==> src/ecse_pkg.sv <==
// constants for the event capture status and enable register bank
package ecse_pkg;
    localparam logic [6:0] ADDR_SYS_EN = 7'h04;
    localparam logic [6:0] ADDR_SUP_EN = 7'h1C;
    localparam logic [6:0] ADDR_TRX_EN = 7'h23;
    localparam logic [6:0] ADDR_WAKE_EN = 7'h4C;
    localparam logic [6:0] ADDR_GLOBAL = 7'h60;
    localparam logic [6:0] ADDR_SYS_FLAGS = 7'h61;
    localparam logic [6:0] ADDR_SUP_FLAGS = 7'h62;
    localparam logic [6:0] ADDR_TRX_FLAGS = 7'h63;
    localparam logic [6:0] ADDR_WAKE_FLAGS = 7'h64;
    // writable bit masks, reserved bits read zero
    localparam logic [7:0] SYS_EN_MASK = 8'h06;
    localparam logic [7:0] SUP_EN_MASK_FULL = 8'h07;
    localparam logic [7:0] SUP_EN_MASK_BASIC = 8'h01;
    localparam logic [7:0] TRX_EN_MASK = 8'h13;
    localparam logic [7:0] WAKE_EN_MASK = 8'h03;
    localparam logic [7:0] SYS_FLAG_MASK = 8'h17;
    localparam logic [7:0] TRX_FLAG_MASK = 8'h33;
    // field positions
    localparam int SYS_WDF_BIT = 0;
    localparam int SYS_SPIF_BIT = 1;
    localparam int SYS_OTW_BIT = 2;
    localparam int SYS_PO_BIT = 4;
    localparam int SUP_MCU_UNDER_BIT = 0;
    localparam int SUP_SENS_UNDER_BIT = 1;
    localparam int SUP_SENS_OVER_BIT = 2;
    localparam int TRX_WAKE_BIT = 0;
    localparam int TRX_FAIL_BIT = 1;
    localparam int TRX_SILENCE_BIT = 4;
    localparam int TRX_PN_ERR_BIT = 5;
    localparam int WAKE_FALL_BIT = 0;
    localparam int WAKE_RISE_BIT = 1;
    // values after reset
    localparam logic [7:0] EN_RESET = 8'h00;
    localparam logic [7:0] FLAGS_RESET = 8'h00;
    localparam logic [7:0] SYS_FLAGS_RESET = 8'h10;
    // synchronised detector inputs
    localparam int NUM_SYNC = 10;
    localparam int SYNC_MCU_UNDER = 0;
    localparam int SYNC_SENS_UNDER = 1;
    localparam int SYNC_SENS_OVER = 2;
    localparam int SYNC_TX_CLAMP = 3;
    localparam int SYNC_CAN_WAKE = 4;
    localparam int SYNC_OFFLINE = 5;
    localparam int SYNC_PN_ERR = 6;
    localparam int SYNC_BUS_ACT = 7;
    localparam int SYNC_WAKE_PIN = 8;
    localparam int SYNC_OTW = 9;
    // bus silence timing
    localparam int CLK_MHZ = 40;
    localparam int SILENCE_TIMEOUT_US = 1000;
    localparam int SILENCE_TIMEOUT_CYCLES = SILENCE_TIMEOUT_US * CLK_MHZ;
    localparam int SILENCE_CNT_W = 24;
endpackage

==> src/ecse_capture.sv <==
// event capture status flags, capture enables and global summary
`timescale 1ns/1ps
module ecse_capture #(
    parameter bit HAS_SENSOR_SUPPLY = 1'b1,
    parameter int SILENCE_CYCLES = ecse_pkg::SILENCE_TIMEOUT_CYCLES
) (
    // clock and reset
    input wire logic sys_clk,
    input wire logic srst,
    // register port from the serial front end
    input wire logic [6:0] reg_addr,
    input wire logic reg_wr,
    input wire logic [7:0] reg_wdata,
    input wire logic reg_rd,
    output logic [7:0] reg_rdata,
    output logic reg_rvalid,
    // detector levels from analog blocks
    input wire logic mcu_supply_under,
    input wire logic sensor_supply_under,
    input wire logic sensor_supply_over,
    input wire logic tx_clamped,
    input wire logic can_wake_detect,
    input wire logic can_offline,
    input wire logic partial_net_frame_error,
    input wire logic bus_activity,
    input wire logic wake_pin,
    input wire logic overtemp_warn,
    // same-clock event pulses
    input wire logic serial_failure,
    input wire logic watchdog_failure,
    // any event pending
    output logic event_pending
);
    import ecse_pkg::*;

    logic [NUM_SYNC-1:0] raw_in;
    logic [NUM_SYNC-1:0] sync_a;
    logic [NUM_SYNC-1:0] sync_b;
    logic [NUM_SYNC-1:0] sync_c;
    logic [7:0] sys_en;
    logic [7:0] sup_en;
    logic [7:0] trx_en;
    logic [7:0] wake_en;
    logic [7:0] sys_flags;
    logic [7:0] sup_flags;
    logic [7:0] trx_flags;
    logic [7:0] wake_flags;
    logic [SILENCE_CNT_W-1:0] silence_cnt;
    logic silence_hit;

    assign raw_in = {overtemp_warn, wake_pin, bus_activity, partial_net_frame_error,
                     can_offline, can_wake_detect, tx_clamped, sensor_supply_over,
                     sensor_supply_under, mcu_supply_under};

    // two-flop synchronisers plus a third stage for edge detection
    genvar gi;
    generate
        for (gi = 0; gi < NUM_SYNC; gi++) begin : g_sync
            always_ff @(posedge sys_clk) begin
                if (srst) begin
                    sync_a[gi] <= 1'b0;
                    sync_b[gi] <= 1'b0;
                    sync_c[gi] <= 1'b0;
                end else begin
                    sync_a[gi] <= raw_in[gi];
                    sync_b[gi] <= sync_a[gi];
                    sync_c[gi] <= sync_b[gi];
                end
            end
        end
    endgenerate

    wire [NUM_SYNC-1:0] rise = sync_b & ~sync_c;
    wire [NUM_SYNC-1:0] fall = ~sync_b & sync_c;

    // bus silence timer, restarted by any activity
    localparam logic [SILENCE_CNT_W-1:0] SILENCE_LAST = SILENCE_CNT_W'(SILENCE_CYCLES - 1);
    wire silence_reached = silence_cnt == SILENCE_LAST;
    wire [SILENCE_CNT_W-1:0] next_silence_cnt =
        sync_b[SYNC_BUS_ACT] ? '0 :
        silence_reached ? silence_cnt : silence_cnt + 1'b1;
    always_ff @(posedge sys_clk) begin
        if (srst) begin
            silence_cnt <= '0;
        end else begin
            silence_cnt <= next_silence_cnt;
        end
    end

    // count holds at its end, so one pulse per silent stretch
    always_ff @(posedge sys_clk) begin
        if (srst) begin
            silence_hit <= 1'b0;
        end else begin
            silence_hit <= silence_reached;
        end
    end
    wire silence_event = silence_reached & ~silence_hit & ~sync_b[SYNC_BUS_ACT];

    // address decode
    wire wr_sys_en = reg_wr && reg_addr == ADDR_SYS_EN;
    wire wr_sup_en = reg_wr && reg_addr == ADDR_SUP_EN;
    wire wr_trx_en = reg_wr && reg_addr == ADDR_TRX_EN;
    wire wr_wake_en = reg_wr && reg_addr == ADDR_WAKE_EN;
    wire wr_sys_flags = reg_wr && reg_addr == ADDR_SYS_FLAGS;
    wire wr_sup_flags = reg_wr && reg_addr == ADDR_SUP_FLAGS;
    wire wr_trx_flags = reg_wr && reg_addr == ADDR_TRX_FLAGS;
    wire wr_wake_flags = reg_wr && reg_addr == ADDR_WAKE_FLAGS;

    wire [7:0] sup_mask = HAS_SENSOR_SUPPLY ? SUP_EN_MASK_FULL : SUP_EN_MASK_BASIC;

    // events per group, raw except the enable-gated serial failure and overtemp events
    logic [7:0] sys_ev;
    logic [7:0] sup_ev;
    logic [7:0] trx_ev;
    logic [7:0] wake_ev;
    always_comb begin
        sys_ev = 8'h00;
        sys_ev[SYS_WDF_BIT] = watchdog_failure;
        sys_ev[SYS_SPIF_BIT] = serial_failure & sys_en[SYS_SPIF_BIT];
        sys_ev[SYS_OTW_BIT] = rise[SYNC_OTW] & sys_en[SYS_OTW_BIT];
    end

    always_comb begin
        sup_ev = 8'h00;
        sup_ev[SUP_MCU_UNDER_BIT] = rise[SYNC_MCU_UNDER];
        sup_ev[SUP_SENS_UNDER_BIT] = rise[SYNC_SENS_UNDER];
        sup_ev[SUP_SENS_OVER_BIT] = rise[SYNC_SENS_OVER];
    end

    always_comb begin
        trx_ev = 8'h00;
        trx_ev[TRX_PN_ERR_BIT] = rise[SYNC_PN_ERR];
        trx_ev[TRX_SILENCE_BIT] = silence_event;
        trx_ev[TRX_FAIL_BIT] = (sync_b[SYNC_MCU_UNDER] | sync_b[SYNC_TX_CLAMP])
                               & ~(sync_c[SYNC_MCU_UNDER] | sync_c[SYNC_TX_CLAMP]);
        trx_ev[TRX_WAKE_BIT] = rise[SYNC_CAN_WAKE] & sync_b[SYNC_OFFLINE];
    end

    always_comb begin
        wake_ev = 8'h00;
        wake_ev[WAKE_RISE_BIT] = rise[SYNC_WAKE_PIN];
        wake_ev[WAKE_FALL_BIT] = fall[SYNC_WAKE_PIN];
    end

    // gating by enables; frame error and watchdog failure always captured
    wire [7:0] trx_gate = trx_en | (8'h01 << TRX_PN_ERR_BIT);
    wire [7:0] sup_set = sup_ev & sup_en & sup_mask;
    wire [7:0] trx_set = trx_ev & trx_gate & TRX_FLAG_MASK;
    wire [7:0] wake_set = wake_ev & wake_en & WAKE_EN_MASK;
    wire [7:0] sys_set = sys_ev & SYS_FLAG_MASK;

    // write one clears, a coincident set wins
    wire [7:0] sys_clr = wr_sys_flags ? reg_wdata : 8'h00;
    wire [7:0] sup_clr = wr_sup_flags ? reg_wdata : 8'h00;
    wire [7:0] trx_clr = wr_trx_flags ? reg_wdata : 8'h00;
    wire [7:0] wake_clr = wr_wake_flags ? reg_wdata : 8'h00;
    wire [7:0] next_sys_flags = (sys_flags & ~sys_clr) | sys_set;
    wire [7:0] next_sup_flags = (sup_flags & ~sup_clr) | sup_set;
    wire [7:0] next_trx_flags = (trx_flags & ~trx_clr) | trx_set;
    wire [7:0] next_wake_flags = (wake_flags & ~wake_clr) | wake_set;

    // enable registers, reserved bits masked
    wire [7:0] next_sys_en = wr_sys_en ? reg_wdata & SYS_EN_MASK : sys_en;
    wire [7:0] next_sup_en = wr_sup_en ? reg_wdata & sup_mask : sup_en;
    wire [7:0] next_trx_en = wr_trx_en ? reg_wdata & TRX_EN_MASK : trx_en;
    wire [7:0] next_wake_en = wr_wake_en ? reg_wdata & WAKE_EN_MASK : wake_en;

    always_ff @(posedge sys_clk) begin
        if (srst) begin
            sys_en <= EN_RESET;
        end else begin
            sys_en <= next_sys_en;
        end
    end

    always_ff @(posedge sys_clk) begin
        if (srst) begin
            sup_en <= EN_RESET;
        end else begin
            sup_en <= next_sup_en;
        end
    end

    always_ff @(posedge sys_clk) begin
        if (srst) begin
            trx_en <= EN_RESET;
        end else begin
            trx_en <= next_trx_en;
        end
    end

    always_ff @(posedge sys_clk) begin
        if (srst) begin
            wake_en <= EN_RESET;
        end else begin
            wake_en <= next_wake_en;
        end
    end

    // power-on flag comes up set after reset
    always_ff @(posedge sys_clk) begin
        if (srst) begin
            sys_flags <= SYS_FLAGS_RESET;
        end else begin
            sys_flags <= next_sys_flags;
        end
    end

    always_ff @(posedge sys_clk) begin
        if (srst) begin
            sup_flags <= FLAGS_RESET;
        end else begin
            sup_flags <= next_sup_flags;
        end
    end

    always_ff @(posedge sys_clk) begin
        if (srst) begin
            trx_flags <= FLAGS_RESET;
        end else begin
            trx_flags <= next_trx_flags;
        end
    end

    always_ff @(posedge sys_clk) begin
        if (srst) begin
            wake_flags <= FLAGS_RESET;
        end else begin
            wake_flags <= next_wake_flags;
        end
    end

    // global summary
    wire sys_pending = |sys_flags;
    wire sup_pending = |sup_flags;
    wire trx_pending = |trx_flags;
    wire wake_pending = |wake_flags;
    wire [7:0] global_status = {4'h0, wake_pending, trx_pending, sup_pending, sys_pending};
    wire next_event_pending = |global_status;

    // read select per address, unmapped reads zero
    wire sel_sys_en = reg_addr == ADDR_SYS_EN;
    wire sel_sup_en = reg_addr == ADDR_SUP_EN;
    wire sel_trx_en = reg_addr == ADDR_TRX_EN;
    wire sel_wake_en = reg_addr == ADDR_WAKE_EN;
    wire sel_global = reg_addr == ADDR_GLOBAL;
    wire sel_sys_flags = reg_addr == ADDR_SYS_FLAGS;
    wire sel_sup_flags = reg_addr == ADDR_SUP_FLAGS;
    wire sel_trx_flags = reg_addr == ADDR_TRX_FLAGS;
    wire sel_wake_flags = reg_addr == ADDR_WAKE_FLAGS;
    wire [7:0] rd_mux = ({8{sel_sys_en}} & sys_en)
        | ({8{sel_sup_en}} & sup_en)
        | ({8{sel_trx_en}} & trx_en)
        | ({8{sel_wake_en}} & wake_en)
        | ({8{sel_global}} & global_status)
        | ({8{sel_sys_flags}} & sys_flags)
        | ({8{sel_sup_flags}} & sup_flags)
        | ({8{sel_trx_flags}} & trx_flags)
        | ({8{sel_wake_flags}} & wake_flags);

    wire [7:0] next_rdata = reg_rd ? rd_mux : reg_rdata;

    always_ff @(posedge sys_clk) begin
        if (srst) begin
            reg_rdata <= 8'h00;
        end else begin
            reg_rdata <= next_rdata;
        end
    end

    always_ff @(posedge sys_clk) begin
        if (srst) begin
            reg_rvalid <= 1'b0;
        end else begin
            reg_rvalid <= reg_rd;
        end
    end

    always_ff @(posedge sys_clk) begin
        if (srst) begin
            event_pending <= 1'b0;
        end else begin
            event_pending <= next_event_pending;
        end
    end
endmodule

==> config.mk <==
export PLATFORM = sky130hd
export DESIGN_NAME = ecse_capture
export DESIGN_NICKNAME = d
export VERILOG_FILES = /design/src/ecse_pkg.sv /design/src/ecse_capture.sv
export SDC_FILE = /design/constraint.sdc
export NUM_CORES = 1
export LEC_CHECK = 0
export BUFFER_PORTS_ARGS = -buffer_cell sky130_fd_sc_hd__buf_2
export CAP_MARGIN = 20
export CORE_ASPECT_RATIO = 0.75
export CORE_MARGIN = 5
export CORE_UTILIZATION = 50
export CTS_CLUSTER_DIAMETER = 30
export DETAILED_ROUTE_END_ITERATION = 16
export PLACE_DENSITY_LB_ADDON = 0.2
export SLEW_MARGIN = 15
export SYNTH_ARGS = -nofsm -noshare
export SYNTH_HDL_FRONTEND = slang
export SYNTH_SLANG_ARGS = --single-unit
==> constraint.sdc <==
create_clock -name sys_clk -period 1.85 [get_ports sys_clk]
set_input_delay 0.37 -clock sys_clk [delete_from_list [all_inputs] [get_ports sys_clk]]
set_output_delay 0.37 -clock sys_clk [all_outputs]
set_load 0.1 [all_outputs]
==> flow_summary.toml, run 1 <==
[status]
status = "complete, no violations"

[yosys]
synth.cell_area_sq_um = 4470
syn_nets = 534
synth_edf_count = 0
yosysSeqAreaShare_pct = 47.1
ys_top_cells_by_area = "dfxtp_1 (47%), a21oi_1 (5.3%), mux2i_1 (4.5%)"
ys_async_sr_fraction_pct = 0
synth_ff_type = "dfxtp_1"
synth_top_area_share_pct = 47.1
syn_inst = 502
netlist_top_cells_count = "dfxtp_1 (105), a21oi_1 (47), nand2_1 (35)"
synth_top_area_cell = "dfxtp_1"
ys_seq_elements = 105
syn_avg_cell_area_sq_um = 8.90
ys_types = 54
yosys_warnings = 0
synth.most_common_cell = "dfxtp_1"

[layout]
multi_input_comb_area_sq_um = 2230
diodes = 0
regArea_sq_um = 2100
layoutNonFillerInstCount = 668
syn_to_final_growth_pct = 17.5
fill_cells = 773
drive_above_1_share_pct = 18.0
final_area_sq_um = 5250
nets = 587

[drt]
top_layer = "met4"
met1_length_mm = 5.64
dr.pass1.iters = 5
post_drt_wl_per_cell_microns = 16.2
drtIter0Drc = 330
wl_met2_mm = 4.36
drt_wl_total_mm = 10.8
drc = 0
ant_nets = 0
viasPerCell = 5.88
vias = 3927
routed-wl-met3_microns = 747

[critical_path]
critPathLaunchType = "flip-flop"
worstSetupPathType = "reg2reg"
reg2reg_from = "silence_cnt[0]"
cp.required_ns = 2.14
endpoint = "silence_cnt[18]"
rr_endpoint = "silence_cnt[18]"
cp_max_fo = 9
critPathArrivalTime_ns = 2.06
crit_start = "silence_cnt[0]"
rr_worst_depth = 5
worst_setup_path_end_kind = "flip-flop"
rrSetupSlack_ns = 0.07

[sta]
tightest_slew_ns = 0.492
setup_viol = 0
skew_ns = 0.00735
final_max_slew_viol_count = 0
fmax_mhz = 563
fin_crit_ns = 1.78
hold_viol_final = 0
fin_crit_sh_pct = 96.0
hold_slack_ns = 0.233
slew_headroom_pct = 67.4
rsz0062_at_grt = "false"
tns_ns = 0

[flow_run]
maxCapViolations = 0

[cts]
htree_num_levels = 3
cts_buffers = 9
cts_tree = "done"
cts_setup_buffers = 0
clock_latency_ns = 0.34
clock-sinks = 105
cts.path.max_buffers = 2
ctsRootBufferMaster = "clkbuf_16"
postCtsHoldBufs = 0
cts.clk_slew.worst_paths_ns = 0.07

[power_and_ir_drop]
internal-power_mw = 3.49
power_switching_share_pct = 24.4
p_sw_mw = 1.12
vdd.ir_drop.worst_mv = 0.532
seq_power_share_pct = 50.3
p_leak_nw = 2.05
total_power_mw = 4.61
combPwrFrac_pct = 7.4
power.share.clock_pct = 42.3
power_density_nw_per_um2 = 879

[die]
die_x_microns = 119
floorplan.die.height_microns = 91.9
coreArea_sq_um = 8600
ioPinCount = 41
start_util_pct = 51.9
rows = 29
dieArea_sq_um = 10900

[global_route]
grt_start_max_net_pins = 46
antenna_found_initial = 0
grt_pass1_vias = 3512
grt_overflow_total = 0
grtUsageTotal_pct = 19.7
grt_pass1_wl_mm = 17.5

[place]
place_congestion = 0.911
io_buffers = 40
placedCellCount = 652
hpwlAfterDp_mm = 7.95
placed_cell_area_sq_um = 4930

[hold_path]
whs_path_depth = 2
hold_class = "in2reg"
[critical path, cell delays in order, from the launching register on]
cell and delay, ns:
dfxtp_1 0.34, ha_2 0.19, nand2_1 0.07, or4_4 0.57
or4_1 0.48, nand2_1 0.07
[what timing repair did]
| item | CTS | global route |
|---|---|---|
| resized for setup | 1 | 4 |
| cloned | 0 | 0 |
| setup endpoints to repair | 2 | 5 |
| pin swaps | 0 | 0 |
| endpoints found under the hold margin | 0 | 0 |
[worst min-delay path by stage]
stage,slack (ns),to,startpoint
4_1_cts,0.22,sync_a[6],partial_net_frame_error
6_report,0.23,sync_a[6],partial_net_frame_error
3_3_place_gp,0.42,sync_b[1],sync_a[1]
5_1_grt,0.23,sync_a[7],bus_activity
3_5_place_dp,0.42,sync_b[3],sync_a[3]
2_1_floorplan,0.41,sync_b[0],sync_a[0]
[cells by family after synthesis]
| logic type | count (synthesis) | share of synthesized area, % |
|---|---|---|
| xor gates and xnor gates | 4 | 0.784 |
| and+or+nand+nor | 227 | 29.0 |
| DFF | 105 | 47.1 |
| AOI/OAI and AO/OA | 108 | 15.2 |
| adders and majority gates | 1 | 0.280 |
| muxes | 20 | 4.48 |
| buffers and inverters | 37 | 3.25 |
[registers in the layout, summed over array words and instances (netlist names)]
register,flops
event_pending,1
reg_rdata,8
reg_rvalid,1
silence_cnt,24
silence_hit,1
sup_en,3
sup_flags,8
sync_a,10
sync_b,10
sync_c,8
sys_en,2
sys_flags,8
trx_en,3
trx_flags,8
wake_en,2
wake_flags,8
[cells in the final DEF, fill, tap and decap left out, types with 6 or more instances in the layout]
| master | netlist | routed |
|---|---|---|
| o21ai_0 | 17 | 17 |
| nor4_1 | 13 | 13 |
| nor3_1 | 16 | 16 |
| inv_1 | 8 | 8 |
| nand3b_1 | 8 | 8 |
| nand3_1 | 12 | 12 |
| nand2_1 | 35 | 35 |
| nand4_1 | 12 | 12 |
| or4_1 | 10 | 9 |
| dfxtp_1 | 105 | 103 |
| clkbuf_16 | 0 | 9 |
| nand2b_1 | 22 | 22 |
| o31ai_1 | 6 | 6 |
| buf_4 | 0 | 31 |
| a21oi_1 | 47 | 47 |
| mux2i_1 | 20 | 20 |
| or3_1 | 7 | 7 |
| nor2_1 | 32 | 32 |
| o211ai_1 | 6 | 6 |
| and3_1 | 9 | 9 |
| nor2b_1 | 29 | 29 |
| buf_2 | 5 | 40 |
[power by group through the flow]
| stage | Sequential (mW) | Clock [mW] | Combinational, mW |
|---|---|---|---|
| final | 2.32 | 1.95 | 0.341 |
| after global routing | 2.33 | 2.08 | 0.366 |
| after CTS | 2.32 | 1.99 | 0.339 |
| after global placement | 2.37 | 0 | 0.332 |
| after floorplan | 2.45 | 0 | 0.144 |
| after detailed placement | 2.38 | 0 | 0.337 |
[cell type report]
cell class              instances  share of cell area, %
multi-input cells             360                   42.6
well taps                     108                   2.58
repair buffers                 71                   8.25
flip-flops and latches        105                   40.1
clock buffers                   9                   4.29
clock inverters                 7                   1.65
inverters                       8                  0.572
[routing by layer]
metal | global-route usage, % | vias to the layer above
li1 | - | 1941
met1 | 30.5 | 1857
met2 | 26.9 | 119
met3 | 4.98 | 10
met4 | 4.82 | 0
met5 | 0 | -
[through the flow]
stage                     util [%]  setup slack [ns]
after floorplan                  -            0.0124
after global placement        57.3            0.0320
after detailed placement      57.3           -0.0330
after CTS                     60.9            0.0582
after global routing          61.0           0.00485
final                         61.0            0.0735
Note: power is estimated with default switching activity, not from simulation.
==> inputs of run 2 (changes only) <==
PLACE_DENSITY_LB_ADDON = 0.15   (was 0.2)
==> run 2 against run 1 <==
  * Sequential power about the same
  * Largest cell class unchanged
  * Highest routed layer unchanged
  * Clock skew is 0.00073 ns lower
  * Final cell count grew 0.15%
  * Sequential cell count unchanged
  * Utilization shrank 0.15 points
  * Critical endpoint unchanged
  * Via count decreased by 0.43%
  * Global-route usage up 0.61 points
  * Worst setup slack improved by 0.0060 ns
  * Die area unchanged
  * First-iteration DRC count up 76%
  * Clock power is 7% lower
==> flow_summary.toml, run 2 (synthesis results as in run 1) <==
[drt]
drt_wl_total_mm = 10.9
drtIter0Drc = 582
viasPerCell = 5.84
ant_nets = 0
drc = 0
dr.pass1.iters = 5
vias = 3910
post_drt_wl_per_cell_microns = 16.3

[critical_path]
rrSetupSlack_ns = 0.08
max_stage_delay_ns = 0.55
cp_max_fo = 10
reg2reg_from = "silence_cnt[1]"
crit_family = "simple AND/OR/NAND/NOR gates"
slowest_stage = "or4_4"
cp_common_cell = "nand2_1"
worst_setup_path_end_kind = "flip-flop"
rr_worst_depth = 5
rr_endpoint = "silence_cnt[18]"
crit_buf_inv = 0
critPathArrivalTime_ns = 2.06
cp.required_ns = 2.14
crit_chain = "ha_1 -> nand2_1 -> or4_4 -> or4_1 -> nand2_1"
worstSetupPathType = "reg2reg"
critPathLaunchType = "flip-flop"

[hold_path]
holdCritStartpoint = "sensor_supply_over"
hold_end = "sync_a[2]"
hold_class = "in2reg"
whs_path_depth = 2

[power_and_ir_drop]
power_density_nw_per_um2 = 857
p_leak_nw = 2.04
vdd.ir_drop.worst_mv = 0.632

[sta]
slew_headroom_pct = 63.7
fin_crit_ns = 1.77
setup_viol = 0
skew_ns = 0.00662
hold_slack_ns = 0.225
tightest_slew_ns = 0.545
tns_ns = 0
fin_crit_sh_pct = 95.7
rsz0062_at_grt = "false"
fmax_mhz = 565
hold_viol_final = 0
final_max_slew_viol_count = 0

[layout]
drive_above_1_share_pct = 18.4
final_cell_mix = "dfxtp_1 (103), a21oi_1 (47), buf_2 (40), nand2_1 (35)"
diodes = 0
syn_to_final_growth_pct = 17.2
largest_reg_flops = 24
top_register = "silence_cnt"
final_common_cell = "dfxtp_1"
fill_cells = 795
nets = 588
reg_top3 = "silence_cnt x24, sync_a x10, sync_b x10"

[cts]
clock_latency_ns = 0.35
cts.path.max_buffers = 2
cts_buffers = 9
htree_num_levels = 3
cts.clk_slew.worst_paths_ns = 0.07
postCtsHoldBufs = 0
ctsRootBufferMaster = "clkbuf_16"
cts_tree = "done"
clock-sinks = 105
cts_setup_buffers = 0

[global_route]
grt_overflow_total = 0
antenna_found_initial = 0
grt_pass1_vias = 3606
grtUsageTotal_pct = 20.3
grt_start_max_net_pins = 60
grt_pass1_wl_mm = 18.1

[die]
ioPinCount = 41
start_util_pct = 51.9
coreArea_sq_um = 8600
rows = 29
dieArea_sq_um = 10900
floorplan.die.height_microns = 91.9
die_x_microns = 119

[place]
io_buffers = 40
place_congestion = 0.881
hpwlAfterDp_mm = 8.00

[flow_run]
maxCapViolations = 0

[status]
status = "complete, no violations"
[run 2: per-layer routing]
layer  global-route usage (%)  part of all wire (%)  vias up
met5                        0                     0        -
met4                     4.05                  0.96        0
met3                     5.54                   7.1       13
met2                     29.0                    42      125
met1                     30.6                    50     1832
li1                         -                     -     1940
[run 2: worst register-to-register path: stages, from the launching register on]
cell and delay [ns]:
dfxtp_1 0.35, ha_1 0.18, nand2_1 0.08, or4_4 0.55, or4_1 0.48, nand2_1 0.09
[run 2: worst max-delay path by stage]
stage	start	to	slack (ns)	depth (start not counted)
global route	silence_cnt[1]	silence_cnt[18]	0.01	5
CTS	silence_cnt[6]	silence_cnt[21]	0.05	5
global placement	silence_cnt[1]	silence_cnt[22]	0.02	5
floorplan	silence_cnt[0]	silence_cnt[18]	0.01	6
detailed placement	silence_cnt[0]	silence_cnt[18]	-0.06	5
finish	silence_cnt[1]	silence_cnt[18]	0.08	5
[run 2: area by class of cell]
| class | count | area (sq um) | share of cell area, % |
|---|---|---|---|
| Multi-Input combinational cell | 360 | 2240 | 42.8 |
| Sequential cell | 105 | 2100 | 40.2 |
| Timing Repair Buffer | 72 | 440 | 8.41 |
| Clock buffer | 9 | 225 | 4.30 |
| Tap cell | 108 | 135 | 2.58 |
| Clock inverter | 7 | 61.3 | 1.17 |
| Inverter | 8 | 30.0 | 0.574 |
[run 2: power by group]
| part | leakage (nW) | switching, mW | total (mW) | internal, mW |
|---|---|---|---|---|
| combinational | 1.05 | 0.229 | 0.344 | 0.115 |
| clock | 0.135 | 0.886 | 1.82 | 0.936 |
| sequential | 0.855 | 0.0188 | 2.32 | 2.30 |
[run 2: what timing repair did]
item                                    in CTS  in global routing
gates cloned                                 0                  0
endpoints found under the setup margin       2                  6
gates resized for setup                      1                  5
pin swaps                                    0                  1
[run 2: per-stage QoR]
step | power [mW] | cells | util (%) | setup slack (ns) | cell area [sq um]
after floorplan | 2.59 | 502 | - | 0.0124 | 4470
after global placement | 2.71 | 653 | 57.4 | 0.0239 | 4930
after detailed placement | 2.72 | 653 | 57.4 | -0.0577 | 4930
after CTS | 4.53 | 669 | 60.7 | 0.0483 | 5220
after global routing | 4.67 | 669 | 60.9 | 0.0131 | 5240
final | 4.49 | 669 | 60.9 | 0.0795 | 5240
